File: src/design/sscc_regs.svh
// Register offsets, field positions, reset values and timing counts of the sync/clamp block.
`ifndef SSCC_REGS_SVH
`define SSCC_REGS_SVH
// ----------------------------------------------------------------------------
// Register indices (byte address is four times the index)
// ----------------------------------------------------------------------------
`define SSCC_IDX_PRE_HOLD 8'h13
`define SSCC_IDX_POST_HOLD 8'h14
`define SSCC_IDX_ACTIVITY 8'h15
`define SSCC_IDX_POLARITY 8'h16
`define SSCC_IDX_LPF_HIGH 8'h17
`define SSCC_IDX_LPF_LOW 8'h18
`define SSCC_IDX_CLAMP_START 8'h19
`define SSCC_IDX_CLAMP_LEN 8'h1a
`define SSCC_IDX_CLAMP_CTRL 8'h1b
`define SSCC_IDX_SYNC_CTRL 8'h30
// ----------------------------------------------------------------------------
// Reset values
// ----------------------------------------------------------------------------
`define SSCC_RST_PRE_HOLD 8'h00
`define SSCC_RST_POST_HOLD 8'h00
`define SSCC_RST_CLAMP_START 8'h08
`define SSCC_RST_CLAMP_LEN 8'h14
`define SSCC_RST_CLAMP_CTRL 8'h00
`define SSCC_RST_SYNC_CTRL 8'h09
// ----------------------------------------------------------------------------
// Field positions
// ----------------------------------------------------------------------------
`define SSCC_CC_RED_MID 7
`define SSCC_CC_GRN_MID 6
`define SSCC_CC_BLU_MID 5
`define SSCC_CC_HOLD_CLAMP 4
`define SSCC_SC_PROC_FILT 0
`define SSCC_SC_FRAME_FILT 1
`define SSCC_SC_HOLD_POL_OVR 2
`define SSCC_SC_HOLD_POL 3
`define SSCC_SC_CHAN_SEL 4
// ----------------------------------------------------------------------------
// Timing
// ----------------------------------------------------------------------------
`define SSCC_CLK_MHZ 100
`define SSCC_DETECT_US 2000
`define SSCC_DETECT_CYC (`SSCC_DETECT_US * `SSCC_CLK_MHZ)
`define SSCC_CNT_W 24
`endif

File: src/design/sscc_pkg.sv
// Types shared by the sync/clamp block.
package sscc_pkg;
  typedef logic [7:0] sscc_byte_t;
  typedef enum logic [1:0] {
    SSCC_IDLE = 2'b00,
    SSCC_WAIT = 2'b01,
    SSCC_CLAMP = 2'b11
  } sscc_clamp_st_t;
endpackage

File: src/design/sscc_activity.sv
// Activity and polarity detector for one sync input.
`timescale 1ns/1ps
`include "sscc_regs.svh"
module sscc_activity
  import sscc_pkg::*;
(
  input wire logic clk,
  input wire logic rst_b,
  input wire logic ce,
  input wire logic sig,
  input wire logic [`SSCC_CNT_W-1:0] interval,
  output logic active_q,
  output logic polarity_q
);
  logic prev_q;
  logic seen_q;
  logic [`SSCC_CNT_W-1:0] tmr_q;
  logic [`SSCC_CNT_W-1:0] hi_q;
  logic [`SSCC_CNT_W-1:0] lo_q;
  logic edge_w;
  logic armed_q;
  // The previous sample is unknown right after reset, so the first cycle
  // counts no edge; an input idling high would otherwise look active.
  assign edge_w = (sig ^ prev_q) & armed_q;

  // Interval timer: flag is set when any edge was seen during a full interval.
  always_ff @(posedge clk or negedge rst_b) begin
    if (!rst_b) begin
      prev_q <= 1'b0;
      armed_q <= 1'b0;
      seen_q <= 1'b0;
      tmr_q <= '0;
      active_q <= 1'b0;
    end else if (ce) begin
      prev_q <= sig;
      armed_q <= 1'b1;
      if (tmr_q == interval) begin
        tmr_q <= '0;
        active_q <= seen_q | edge_w;
        seen_q <= 1'b0;
      end else begin
        tmr_q <= tmr_q + 1'b1;
        seen_q <= seen_q | edge_w;
      end
    end
  end

  // Polarity: the pulse is the shorter level, so the longer level is idle.
  // A short pulse high means positive-going sync.
  always_ff @(posedge clk or negedge rst_b) begin
    if (!rst_b) begin
      hi_q <= '0;
      lo_q <= '0;
      polarity_q <= 1'b0;
    end else if (ce) begin
      if (tmr_q == interval) begin
        polarity_q <= (hi_q < lo_q);
        hi_q <= '0;
        lo_q <= '0;
      end else if (sig && hi_q != '1) begin
        hi_q <= hi_q + 1'b1;
      end else if (!sig && lo_q != '1) begin
        lo_q <= lo_q + 1'b1;
      end
    end
  end
endmodule

File: src/design/sscc_top.sv
// Sync status, PLL hold window and clamp timing block with APB registers.
// Operation
// - Hold starts pre-hold lines before frame sync
// - Hold extends post-hold lines after frame sync
// - Line-sync activity in status bits 7,6
// - Frame-sync activity in status bits 5,4
// - Green-sync activity in status bits 3,2
// - Clock/hold pin activity in status bit 1
// - Line-sync polarity in bits 7,6
// - Frame-sync polarity in bits 5,4
// - External hold polarity in bit 3
// - Filter lock bit 1, zero means locked
// - Twelve-bit lines-per-frame count, split high/low
// - Clamp starts delay clocks after line sync
// - Clamp lasts programmed length, default 0x14
// - Red clamp ground or midscale
// - Green clamp ground or midscale
// - Blue clamp ground or midscale
// - Clamp suppressed during hold unless enabled
// - Hold polarity automatic unless overridden
// - Processing uses filtered or raw line sync
`timescale 1ns/1ps
`include "sscc_regs.svh"
module sscc_top
  import sscc_pkg::*;
#(
  parameter logic [`SSCC_CNT_W-1:0] DETECT_CYCLES = `SSCC_CNT_W'(`SSCC_DETECT_CYC)
)
(
  input wire logic clk,
  input wire logic rst_b,
  input wire logic ce,
  input wire logic psel,
  input wire logic penable,
  input wire logic pwrite,
  input wire logic [11:0] paddr,
  input wire logic [31:0] pwdata,
  output logic [31:0] prdata,
  output logic pready,
  output logic pslverr,
  input wire logic line_sync_in_0,
  input wire logic line_sync_in_1,
  input wire logic frame_sync_in_0,
  input wire logic frame_sync_in_1,
  input wire logic green_sync_slicer_0,
  input wire logic green_sync_slicer_1,
  input wire logic external_pll_hold_in,
  input wire logic filt_line_sync,
  input wire logic filt_frame_sync,
  input wire logic filter_locked,
  output logic pll_hold_q,
  output logic clamp_q,
  output logic red_mid_q,
  output logic green_mid_q,
  output logic blue_mid_q,
  output logic ext_hold_pol_q
);
  // --------------------------------------------------------------------------
  // Register storage
  // --------------------------------------------------------------------------
  sscc_byte_t pre_hold_lines_q;
  sscc_byte_t post_hold_lines_q;
  sscc_byte_t clamp_start_delay_q;
  sscc_byte_t clamp_length_q;
  sscc_byte_t clamp_control_q;
  sscc_byte_t sync_control_q;
  logic [11:0] lines_per_frame_q;
  logic [11:0] line_cnt_q;
  logic [6:0] act_w;
  logic [6:0] pol_w;
  logic [6:0] sig_w;
  logic setup_w;
  logic wr_w;
  logic rd_w;
  logic [9:0] idx_w;
  logic hit_w;

  // Byte address to word index.
  function automatic logic [9:0] sscc_index(input logic [11:0] a);
    return a[11:2];
  endfunction

  // Only indices inside the map answer without error; the byte offset bits are not checked.
  function automatic logic sscc_mapped(input logic [9:0] i);
    return (i >= 10'(`SSCC_IDX_PRE_HOLD) && i <= 10'(`SSCC_IDX_CLAMP_CTRL))
        || i == 10'(`SSCC_IDX_SYNC_CTRL);
  endfunction

  assign idx_w = sscc_index(paddr);
  assign hit_w = sscc_mapped(idx_w);
  assign setup_w = psel & ~penable;
  assign wr_w = psel & penable & pready & pwrite & hit_w;
  assign rd_w = setup_w & ~pwrite;

  // --------------------------------------------------------------------------
  // Activity and polarity detectors
  // --------------------------------------------------------------------------
  assign sig_w = {line_sync_in_0, line_sync_in_1, frame_sync_in_0, frame_sync_in_1,
                  green_sync_slicer_0, green_sync_slicer_1, external_pll_hold_in};

  // One detector per watched input; the hold pin is bit 0 of sig_w, the last one listed.
  genvar g;
  generate
    for (g = 0; g < 7; g++) begin : g_det
      sscc_activity u_det (
        .clk(clk),
        .rst_b(rst_b),
        .ce(ce),
        .sig(sig_w[g]),
        .interval(DETECT_CYCLES),
        .active_q(act_w[g]),
        .polarity_q(pol_w[g])
      );
    end
  endgenerate

  // --------------------------------------------------------------------------
  // APB slave: one wait-free access phase, error on unmapped index
  // --------------------------------------------------------------------------
  // Ready rises in the access phase, so every transfer takes two cycles.
  always_ff @(posedge clk or negedge rst_b) begin
    if (!rst_b) begin
      pready <= 1'b0;
      pslverr <= 1'b0;
    end else if (ce) begin
      pready <= setup_w;
      pslverr <= setup_w & ~hit_w;
    end
  end

  // Read data is captured in the setup cycle and stands through the access.
  always_ff @(posedge clk or negedge rst_b) begin
    if (!rst_b) begin
      prdata <= '0;
    end else if (ce && rd_w) begin
      prdata <= '0;
      unique case (idx_w)
        10'(`SSCC_IDX_PRE_HOLD): prdata[7:0] <= pre_hold_lines_q;
        10'(`SSCC_IDX_POST_HOLD): prdata[7:0] <= post_hold_lines_q;
        10'(`SSCC_IDX_ACTIVITY): prdata[7:0] <= {act_w, 1'b0};
        10'(`SSCC_IDX_POLARITY): prdata[7:0] <= {pol_w[6:3], ext_hold_pol_q,
                                                 1'b0, ~filter_locked, 1'b0};
        10'(`SSCC_IDX_LPF_HIGH): prdata[7:0] <= {4'h0, lines_per_frame_q[11:8]};
        10'(`SSCC_IDX_LPF_LOW): prdata[7:0] <= lines_per_frame_q[7:0];
        10'(`SSCC_IDX_CLAMP_START): prdata[7:0] <= clamp_start_delay_q;
        10'(`SSCC_IDX_CLAMP_LEN): prdata[7:0] <= clamp_length_q;
        10'(`SSCC_IDX_CLAMP_CTRL): prdata[7:0] <= clamp_control_q;
        10'(`SSCC_IDX_SYNC_CTRL): prdata[7:0] <= sync_control_q;
        default: prdata <= '0;
      endcase
    end
  end

  // Writable registers take effect at the completing access edge.
  always_ff @(posedge clk or negedge rst_b) begin
    if (!rst_b) begin
      pre_hold_lines_q <= `SSCC_RST_PRE_HOLD;
      post_hold_lines_q <= `SSCC_RST_POST_HOLD;
      clamp_start_delay_q <= `SSCC_RST_CLAMP_START;
      clamp_length_q <= `SSCC_RST_CLAMP_LEN;
      clamp_control_q <= `SSCC_RST_CLAMP_CTRL;
      sync_control_q <= `SSCC_RST_SYNC_CTRL;
    end else if (ce && wr_w) begin
      unique case (idx_w)
        10'(`SSCC_IDX_PRE_HOLD): pre_hold_lines_q <= pwdata[7:0];
        10'(`SSCC_IDX_POST_HOLD): post_hold_lines_q <= pwdata[7:0];
        10'(`SSCC_IDX_CLAMP_START): clamp_start_delay_q <= pwdata[7:0];
        10'(`SSCC_IDX_CLAMP_LEN): clamp_length_q <= pwdata[7:0];
        10'(`SSCC_IDX_CLAMP_CTRL): clamp_control_q <= pwdata[7:0];
        10'(`SSCC_IDX_SYNC_CTRL): sync_control_q <= pwdata[7:0];
        default: ;
      endcase
    end
  end

  // --------------------------------------------------------------------------
  // Sync source selection and edges
  // --------------------------------------------------------------------------
  logic proc_line_w;
  logic proc_frame_w;
  logic line_prev_q;
  logic frame_prev_q;
  logic line_trail_w;
  logic frame_lead_w;
  logic line_pol_w;
  logic frame_pol_w;
  logic chan_w;
  logic sync_armed_q;

  assign chan_w = sync_control_q[`SSCC_SC_CHAN_SEL];
  assign line_pol_w = chan_w ? pol_w[5] : pol_w[6];
  assign frame_pol_w = chan_w ? pol_w[3] : pol_w[4];
  // Raw inputs are normalised to active-high with their detected polarity.
  // Keeping both filter enables equal is software's duty; mixed settings
  // would skew the hold window by one line.
  assign proc_line_w = sync_control_q[`SSCC_SC_PROC_FILT] ? filt_line_sync :
                       ((chan_w ? line_sync_in_1 : line_sync_in_0) ~^ line_pol_w);
  assign proc_frame_w = sync_control_q[`SSCC_SC_FRAME_FILT] ? filt_frame_sync :
                        ((chan_w ? frame_sync_in_1 : frame_sync_in_0) ~^ frame_pol_w);
  // No edge is taken until the history holds one real sample: a sync that
  // idles high would otherwise fake a frame start right after reset.
  assign line_trail_w = sync_armed_q & line_prev_q & ~proc_line_w;
  assign frame_lead_w = sync_armed_q & ~frame_prev_q & proc_frame_w;

  // Edge history of the processing syncs.
  always_ff @(posedge clk or negedge rst_b) begin
    if (!rst_b) begin
      line_prev_q <= 1'b0;
      frame_prev_q <= 1'b0;
    end else if (ce) begin
      line_prev_q <= proc_line_w;
      frame_prev_q <= proc_frame_w;
    end
  end

  // Marks that the edge history holds a real sample of the syncs.
  always_ff @(posedge clk or negedge rst_b) begin
    if (!rst_b) begin
      sync_armed_q <= 1'b0;
    end else if (ce) begin
      sync_armed_q <= 1'b1;
    end
  end

  // External hold polarity: detector result or the programmed override.
  always_ff @(posedge clk or negedge rst_b) begin
    if (!rst_b) begin
      ext_hold_pol_q <= 1'b0;
    end else if (ce) begin
      ext_hold_pol_q <= sync_control_q[`SSCC_SC_HOLD_POL_OVR] ?
                        sync_control_q[`SSCC_SC_HOLD_POL] : pol_w[0];
    end
  end

  // --------------------------------------------------------------------------
  // Lines per frame
  // --------------------------------------------------------------------------
  // The count saturates rather than wrapping, so a frame sync returning after 4095 or more lines reads full.
  always_ff @(posedge clk or negedge rst_b) begin
    if (!rst_b) begin
      line_cnt_q <= '0;
      lines_per_frame_q <= '0;
    end else if (ce) begin
      if (frame_lead_w) begin
        lines_per_frame_q <= line_cnt_q;
        line_cnt_q <= '0;
      end else if (line_trail_w && line_cnt_q != '1) begin
        line_cnt_q <= line_cnt_q + 1'b1;
      end
    end
  end

  // --------------------------------------------------------------------------
  // PLL hold window
  // --------------------------------------------------------------------------
  // The frame start is predicted from the last frame length, so the window
  // opens pre-hold lines early and closes post-hold lines after frame sync.
  // Until one whole frame was counted there is no prediction, so the first
  // frame after reset gets no early window.
  // Opening at the trailing edge of line (length - pre) leaves pre line periods.
  logic [11:0] open_at_w;
  logic [8:0] post_left_q;
  assign open_at_w = lines_per_frame_q - {4'h0, pre_hold_lines_q};

  always_ff @(posedge clk or negedge rst_b) begin
    if (!rst_b) begin
      pll_hold_q <= 1'b0;
      post_left_q <= '0;
    end else if (ce) begin
      if (frame_lead_w) begin
        post_left_q <= {1'b0, post_hold_lines_q};
        pll_hold_q <= 1'b1;
      end else if (line_trail_w) begin
        if (post_left_q != '0) begin
          post_left_q <= post_left_q - 1'b1;
          pll_hold_q <= 1'b1;
        end else if (pre_hold_lines_q != '0 && lines_per_frame_q > {4'h0, pre_hold_lines_q}
                     && line_cnt_q >= open_at_w) begin
          pll_hold_q <= 1'b1;
        end else begin
          pll_hold_q <= proc_frame_w;
        end
      end
    end
  end

  // --------------------------------------------------------------------------
  // Clamp timing
  // --------------------------------------------------------------------------
  sscc_clamp_st_t st_q;
  logic [7:0] ccnt_q;
  logic clamp_ok_w;
  assign clamp_ok_w = ~pll_hold_q | clamp_control_q[`SSCC_CC_HOLD_CLAMP];

  // Delay then pulse; a zero length yields no pulse at all.
  always_ff @(posedge clk or negedge rst_b) begin
    if (!rst_b) begin
      st_q <= SSCC_IDLE;
      ccnt_q <= '0;
      clamp_q <= 1'b0;
    end else if (ce) begin
      unique case (st_q)
        SSCC_IDLE: begin
          clamp_q <= 1'b0;
          if (line_trail_w) begin
            st_q <= SSCC_WAIT;
            ccnt_q <= clamp_start_delay_q;
          end
        end
        SSCC_WAIT: begin
          if (ccnt_q > 8'h01) begin
            ccnt_q <= ccnt_q - 1'b1;
          end else if (clamp_length_q == '0) begin
            st_q <= SSCC_IDLE;
          end else begin
            st_q <= SSCC_CLAMP;
            ccnt_q <= clamp_length_q;
            clamp_q <= clamp_ok_w;
          end
        end
        SSCC_CLAMP: begin
          clamp_q <= clamp_ok_w && ccnt_q > 8'h01;
          if (ccnt_q > 8'h01) begin
            ccnt_q <= ccnt_q - 1'b1;
          end else begin
            st_q <= SSCC_IDLE;
          end
        end
        default: st_q <= SSCC_IDLE;
      endcase
    end
  end

  // Clamp level selects follow the control register.
  always_ff @(posedge clk or negedge rst_b) begin
    if (!rst_b) begin
      red_mid_q <= 1'b0;
      green_mid_q <= 1'b0;
      blue_mid_q <= 1'b0;
    end else if (ce) begin
      red_mid_q <= clamp_control_q[`SSCC_CC_RED_MID];
      green_mid_q <= clamp_control_q[`SSCC_CC_GRN_MID];
      blue_mid_q <= clamp_control_q[`SSCC_CC_BLU_MID];
    end
  end
endmodule

File: config.mk
export PLATFORM = sky130hd
export DESIGN_NAME = sscc_top
export DESIGN_NICKNAME = d
export VERILOG_FILES = /design/src/design/sscc_pkg.sv /design/src/design/sscc_activity.sv /design/src/design/sscc_top.sv
export VERILOG_INCLUDE_DIRS = /design/src /design/src/design
export SDC_FILE = /design/constraint.sdc
export NUM_CORES = 1
export LEC_CHECK = 0
export ABC_AREA = 1
export BUFFER_PORTS_ARGS = -buffer_cell sky130_fd_sc_hd__buf_2
export CAP_MARGIN = 20
export CORE_UTILIZATION = 59
export DETAILED_ROUTE_END_ITERATION = 8
export PLACE_DENSITY = 0.85
export REMOVE_ABC_BUFFERS = 1
export SYNTH_ARGS = -nofsm -noshare
export SYNTH_HDL_FRONTEND = slang
export SYNTH_HIERARCHICAL = 1
export SYNTH_SLANG_ARGS = --single-unit
File: constraint.sdc
create_clock -name clk -period 2.6 [get_ports clk]
set_input_delay 0.78 -clock clk [delete_from_list [all_inputs] [get_ports clk]]
set_output_delay 0.78 -clock clk [all_outputs]
set_load 0.01 [all_outputs]
==> out/metrics.yaml, run 1 <==
clock-root-buffer: "clkbuf_16"
path_delay_family: "simple AND/OR/NAND/NOR gates"
worstSetupPathType: "flip-flop to flip-flop"
cp_slowest_cell: "dfrtp_1"
holdCritPathClass: "primary input to asynchronous set/reset pin"
avgRoutedWirePerCell_um: 14.00
clock_latency_ns: 0.61
worst_setup_path_end_kind: "flip-flop"
cts_buffer_depth: 3
path_cells: "inv_1 -> ha_4 -> nand2_1 -> o21ai_2 -> nand4_1 -> nand2_1 -> nand2_1 -> nand2_1 -> xor2_1 -> ha_1 -> a21oi_1 -> nor2_1 -> nor2_1 -> nand3_2 -> nor2_1 -> nor2_1 -> nor2_1 -> nor2_1"
htree_num_levels: 3
synthesis.instances: 6197
die_height_um: 265.0
status: "finished, violations left"
grt_pass1_wl_um: 177300
grt_max_degree: 63
peakVddDrop_mv: 0.6930
worstMarginPinSlew_ns: 0.6199
netlist_area_mm2: 0.04080
crit_top_cell: "nor2_1"
violations: "setup timing"
period_minus_slack_ns: 2.658
ios: 100
crit_buf_inv: 1
cpPeakStageDelay_ns: 0.38
gp_congestion: 0.9526
antenna_found_initial: 10
drv_slew: 0
post_drt_via_cell_ratio: 5.269
coreArea_mm2: 0.06847
regArea_mm2: 0.01379
nFillCells: 6052
drive_above_1_share_pct: 7.221
relSlewSlack_pct: 58.67
globalRoute.totalOverflow: 0
multi_input_area_mm2: 0.02426
max_freq_mhz: 376.2
preCtsSetupSlack_ns: -0.1566
ys_warn_count: 6
hold_viol: 0
pwr_density_cell_mw_per_mm2: 562.3
fin_nets: 6814
die_x_um: 265.0
start_kind: "flip-flop"
finClkSkew_ns: 0.01841
r2r-start: "pre_hold_lines_q[1]"
drc: 0
leakage_nw: 23.96
startpoint: "pre_hold_lines_q[1]"
finalWorstSetupSlack_ns: -0.05841
ctsHoldBuffers: 0
required_ns: 3.09
setup_viol: 1
port_buffers: 49
drt_wl_total_um: 105500
die-area_mm2: 0.07021
syn_avg_cell_area_um2: 6.584
drv_cap: 0
syn_to_final_growth_pct: 11.97
clk_pin_slew_ns: 0.06
vias: 39690
period_share_pct: 102.2
cts_sinks: 551
cts_tree: "built"
cts_buffers: 67
ant_nets: 0
crit_fanout: 3
grt_pass1_vias: 36940
dr.pass1.iters: 6
initial_core_util_pct: 59.59
crit_arrival_ns: 3.15
dp_hpwl_um: 77170
rsz0062_at_grt: "true"
track_usage_pct: 30.21
placed_area_mm2: 0.04325
final_area_mm2: 0.04569
rows: 96
drt_iter0_drc: 3130
-- power breakdown --
| part | internal, mW | switching, mW | total [mW] |
|---|---|---|---|
| registers | 9.34 | 1.08 | 10.4 |
| clock network | 6.03 | 3.88 | 9.91 |
| logic | 2.01 | 3.35 | 5.36 |
-- through the flow --
step                util (%)  hold WS [ns]  setup TNS, ns  total power, mW  std cells
finish                 66.73        0.1417       -0.05841            25.69       7533
global route           66.72        0.1601        -0.2327            27.23       7531
CTS                    66.61        0.1392              0            25.81       7529
detailed placement     63.17        0.4296        -0.1566            15.75       7408
global placement       63.17        0.4244        -0.1369            15.53       7408
floorplan                  -        0.4140        -0.1638            14.12       6376
-- flip-flops by register name (all words and copies together) (netlist names), 2 cells and up --
signal                  count
g_det.u_det/seen_q          7
g_det.u_det/armed_q         7
post_left_q                 9
g_det.u_det/active_q        7
sync_control_q              8
g_det.u_det/polarity_q      5
post_hold_lines_q           8
clamp_start_delay_q         8
prdata                      8
line_cnt_q                 12
clamp_control_q             8
clamp_length_q              8
g_det.u_det/hi_q          120
st_q                        2
lines_per_frame_q          12
ccnt_q                      8
g_det.u_det/lo_q          120
pre_hold_lines_q            8
g_det.u_det/tmr_q         168
g_det.u_det/prev_q          7
-- cell type report --
class / instances / area share [%]
Antenna cell: 4 / 0.02191
Sequential cell: 551 / 30.19
Multi-Input combinational cell: 5042 / 53.11
Clock inverter: 29 / 0.7340
Timing Repair Buffer: 152 / 2.703
Inverter: 783 / 6.491
Tap cell: 882 / 2.416
Clock buffer: 90 / 4.330
-- metal layers --
| layer | GRT usage (%) | wire [µm] | share of wire (%) |
|---|---|---|---|
| met2 | 49.98 | 48730 | 46 |
| met1 | 41.25 | 46750 | 44 |
| met5 | 0 | 69 | 0.065 |
| met3 | 3.948 | 7252 | 6.9 |
| met4 | 9.108 | 2693 | 2.6 |
-- timing repair --
| action | CTS | global route |
|---|---|---|
| endpoints found under the setup margin | 1 | 1 |
| gates resized for setup | 8 | 9 |
| pin swaps | 3 | 5 |
| setup buffers | 2 | 0 |
-- worst paths after layout --
path	to	slack, ns	cells past startpoint
worst min-delay path	g_det[4].u_det/lo_q[13]	0.14	1
min in group clk	g_det[1].u_det/prev_q	0.42	3
worst max register to register	pll_hold_q	-0.06	18
max in group asynchronous	g_det[2].u_det/tmr_q[1]	1.69	2
worst min register to register	g_det[3].u_det/armed_q	0.44	2
worst max-delay path	pll_hold_q	-0.06	18
-- worst register-to-register path: cells and delay by family, from the launching register on --
family	cells	cell delay [ns]
XOR/XNOR	1	0.17
flip-flops	1	0.38
AO/OA/AOI/OAI	2	0.31
AND/OR/NAND/NOR	12	1.08
buffers and inverters	1	0.09
adder cells (fa/ha/maj)	2	0.54
-- placed cells by master, fill, tap and decap left out, types with 8 or more instances in the layout --
| master | count |
|---|---|
| a21o_1 | 16 |
| a21oi_1 | 137 |
| buf_12 | 16 |
| buf_2 | 47 |
| buf_4 | 87 |
| clkbuf_16 | 71 |
| clkbuf_8 | 13 |
| clkinv_1 | 8 |
| clkinv_2 | 18 |
| conb_1 | 346 |
| dfrtp_1 | 546 |
| ha_1 | 150 |
| inv_1 | 720 |
| inv_2 | 49 |
| nand2_1 | 2118 |
| nand2_2 | 15 |
| nand3_1 | 583 |
| nand3_2 | 16 |
| nand4_1 | 181 |
| nand4_2 | 12 |
| nor2_1 | 819 |
| nor2_2 | 34 |
| nor2_4 | 21 |
| nor3_1 | 138 |
| nor3_2 | 16 |
| nor4_1 | 9 |
| o21ai_0 | 91 |
| o21ai_1 | 31 |
| o21ai_2 | 12 |
| xnor2_1 | 39 |
| xor2_1 | 185 |
(Power assumes the default switching activity.)
==> run 2: changes to the inputs <==
--- a/config.mk
+++ b/config.mk
@@ -7,12 +7,12 @@
 export NUM_CORES = 1
 export LEC_CHECK = 0
 export ABC_AREA = 1
+export ABC_CLOCK_PERIOD_IN_PS = 3300
 export BUFFER_PORTS_ARGS = -buffer_cell sky130_fd_sc_hd__buf_2
 export CAP_MARGIN = 20
-export CORE_UTILIZATION = 59
+export CORE_UTILIZATION = 60
 export DETAILED_ROUTE_END_ITERATION = 8
-export PLACE_DENSITY = 0.85
-export REMOVE_ABC_BUFFERS = 1
+export PLACE_DENSITY = 0.83
 export SYNTH_ARGS = -nofsm -noshare
 export SYNTH_HDL_FRONTEND = slang
 export SYNTH_HIERARCHICAL = 1
==> constraint.sdc (replaced) <==
create_clock -name clk -period 3.3 [get_ports clk]
set_input_delay 0.99 -clock clk [delete_from_list [all_inputs] [get_ports clk]]
set_output_delay 0.99 -clock clk [all_outputs]
set_load 0.01 [all_outputs]
==> out/metrics.yaml, run 2 (synthesis results as in run 1) <==
dr.pass1.iters: 6  # unchanged
relSlewSlack_pct: 57.94  # -0.73 points
leakage_nw: 23.58  # -1.6%
antenna_found_initial: 1  # -9
gp_congestion: 0.9886  # +3.8%
post_drt_via_cell_ratio: 5.232  # -0.70%
htree_num_levels: 3  # unchanged
hold_viol: 0  # unchanged
dp_hpwl_um: 74230  # -3.8%
status: "finished, final reports clean"
final_util_pct: 66.78  # about the same
peakVddDrop_mv: 0.4524  # -35%
drv_cap: 0  # unchanged
grt_max_degree: 68  # +7.9%
globalRoute.totalOverflow: 0  # unchanged
vias: 39070  # -1.6%
holdCritPathClass: "primary input to asynchronous set/reset pin"
syn_to_final_growth_pct: 10.12
p_total_mw: 19.69  # -23%
path_cells: "inv_1 -> ha_1 -> nand2_1 -> o21ai_0 -> nand4_1 -> nand2_1 -> nand2_1 -> nand2_1 -> xor2_1 -> ha_1 -> a21oi_1 -> nor2_1 -> nor2_1 -> nand3_1 -> nor2_1 -> nor2_1 -> nor2_1 -> nor2_1"
grt_pass1_vias: 36450  # -1.3%
die-area_mm2: 0.06905  # -1.7%
cts_buffers: 67  # unchanged
cts_tree: "built"
drc: 0  # unchanged
grt_pass1_wl_um: 173200  # -2.3%
cts_sinks: 551  # unchanged
clock-root-buffer: "clkbuf_16"
die_height_um: 262.8  # -0.83%
regMostFlops: "g_det.u_det/tmr_q"
rows: 95  # -1.0%
start_kind: "flip-flop"
cp_slowest_cell: "dfrtp_1"
crit_top_cell: "nor2_1"
clk_pin_slew_ns: 0.06  # about the same
die_x_um: 262.8  # -0.83%
pwr_density_cell_mw_per_mm2: 438.3  # -22%
coreArea_mm2: 0.06728  # -1.7%
holdWs_ns: 0.3755  # +0.2338 ns
setup_viol: 0  # -1
layout_common_cells: "nand2_1 (2118), nor2_1 (819), inv_1 (721)"
worst_setup_path_end_kind: "flip-flop"
ios: 100  # unchanged
final_common_cell: "nand2_1"
worstMarginPinSlew_ns: 0.6308  # +0.01096 ns
drt_wl_total_um: 101700  # -3.6%
initial_core_util_pct: 60.65  # +1.1 points
top_regs: "g_det.u_det/tmr_q x168, g_det.u_det/hi_q x120, g_det.u_det/lo_q x120"
required_ns: 3.79  # +0.70 ns
worstSetupPathType: "flip-flop to flip-flop"
drv_slew: 0  # unchanged
avgRoutedWirePerCell_um: 13.62  # -2.7%
crit_fanout: 5  # +2
finClkSkew_ns: 0.02082  # +0.002406 ns
cts-resized-gates: 0  # -8
path_delay_family: "simple AND/OR/NAND/NOR gates"
clock_latency_ns: 0.61  # about the same
period_minus_slack_ns: 2.978  # +0.3201 ns
rsz0062_at_grt: "false"
cts_setup_buffers: 0  # -2
nFillCells: 5999  # -0.88%
period_share_pct: 90.26  # -12 points
ant_nets: 0  # unchanged
cts_buffer_depth: 3  # unchanged
port_buffers: 49  # unchanged
largest_reg_flops: 168  # unchanged
ctsHoldBuffers: 0  # unchanged
crit_arrival_ns: 3.47  # +0.32 ns
fin_nets: 6762  # -0.76%
drive_above_1_share_pct: 6.066  # -1.2 points
drt_iter0_drc: 3209  # +2.5%
max_freq_mhz: 335.7  # -11%
track_usage_pct: 29.59  # -0.61 points
cpPeakStageDelay_ns: 0.47  # +0.09 ns
crit_buf_inv: 1  # unchanged
tns_ns: 0  # +0.05841 ns
run 2: per-stage QoR:
stage / area (µm²) / worst slack, ns / cells
after floorplan: 42090 / 0.6447 / 6541
after global placement: 42740 / 0.3806 / 7349
after detailed placement: 42740 / 0.3346 / 7349
after CTS: 44930 / 0.3252 / 7467
after global routing: 44930 / 0.01846 / 7468
final: 44930 / 0.3215 / 7468
run 2: worst paths after layout:
| kind | to | slack [ns] | cells after the start | start |
|---|---|---|---|---|
| max | pll_hold_q | 0.32 | 18 | pre_hold_lines_q[1] |
| min | g_det[6].u_det/hi_q[11] | 0.38 | 1 | rst_b |
| max reg2reg | pll_hold_q | 0.32 | 18 | pre_hold_lines_q[1] |
| min reg2reg | g_det[0].u_det/armed_q | 0.44 | 2 | g_det[0].u_det/armed_q |
| max in group asynchronous | g_det[1].u_det/tmr_q[3] | 1.97 | 2 | rst_b |
| min in group clk | g_det[0].u_det/armed_q | 0.44 | 2 | g_det[0].u_det/armed_q |
run 2: area by class of cell:
cell class                      count  area [µm²]  area share, %
Antenna cell                        1       2.502       0.005569
Clock inverter                     13       125.1         0.2785
Tap cell                          873        1092          2.431
Timing Repair Buffer              100       719.4          1.601
Multi-Input combinational cell   5042       24170          53.79
Sequential cell                   551       13790          30.70
Inverter                          783        2965          6.600
Clock buffer                      105        2064          4.595
run 2: routing by layer:
metal / vias to the layer above / share of wire [%] / track usage (%)
li1: 19940 / - / -
met1: 17890 / 44 / 39.00
met2: 1079 / 49 / 50.96
met3: 166 / 5.4 / 3.870
met4: 0 / 2.0 / 8.124
met5: - / 0 / 0
run 2: worst reg2reg max path: cells and delay by family, from the launching register on:
kind	cells	cell delay, ns
AO/OA/AOI/OAI	2	0.51
buffers and inverters	1	0.08
flip-flops	1	0.47
XOR/XNOR	1	0.16
AND/OR/NAND/NOR	12	1.07
adder cells (fa/ha/maj)	2	0.57
run 2: power breakdown:
group	switching, mW	internal (mW)
registers	0.850	7.36
logic	2.61	1.50
clock network	2.94	4.44
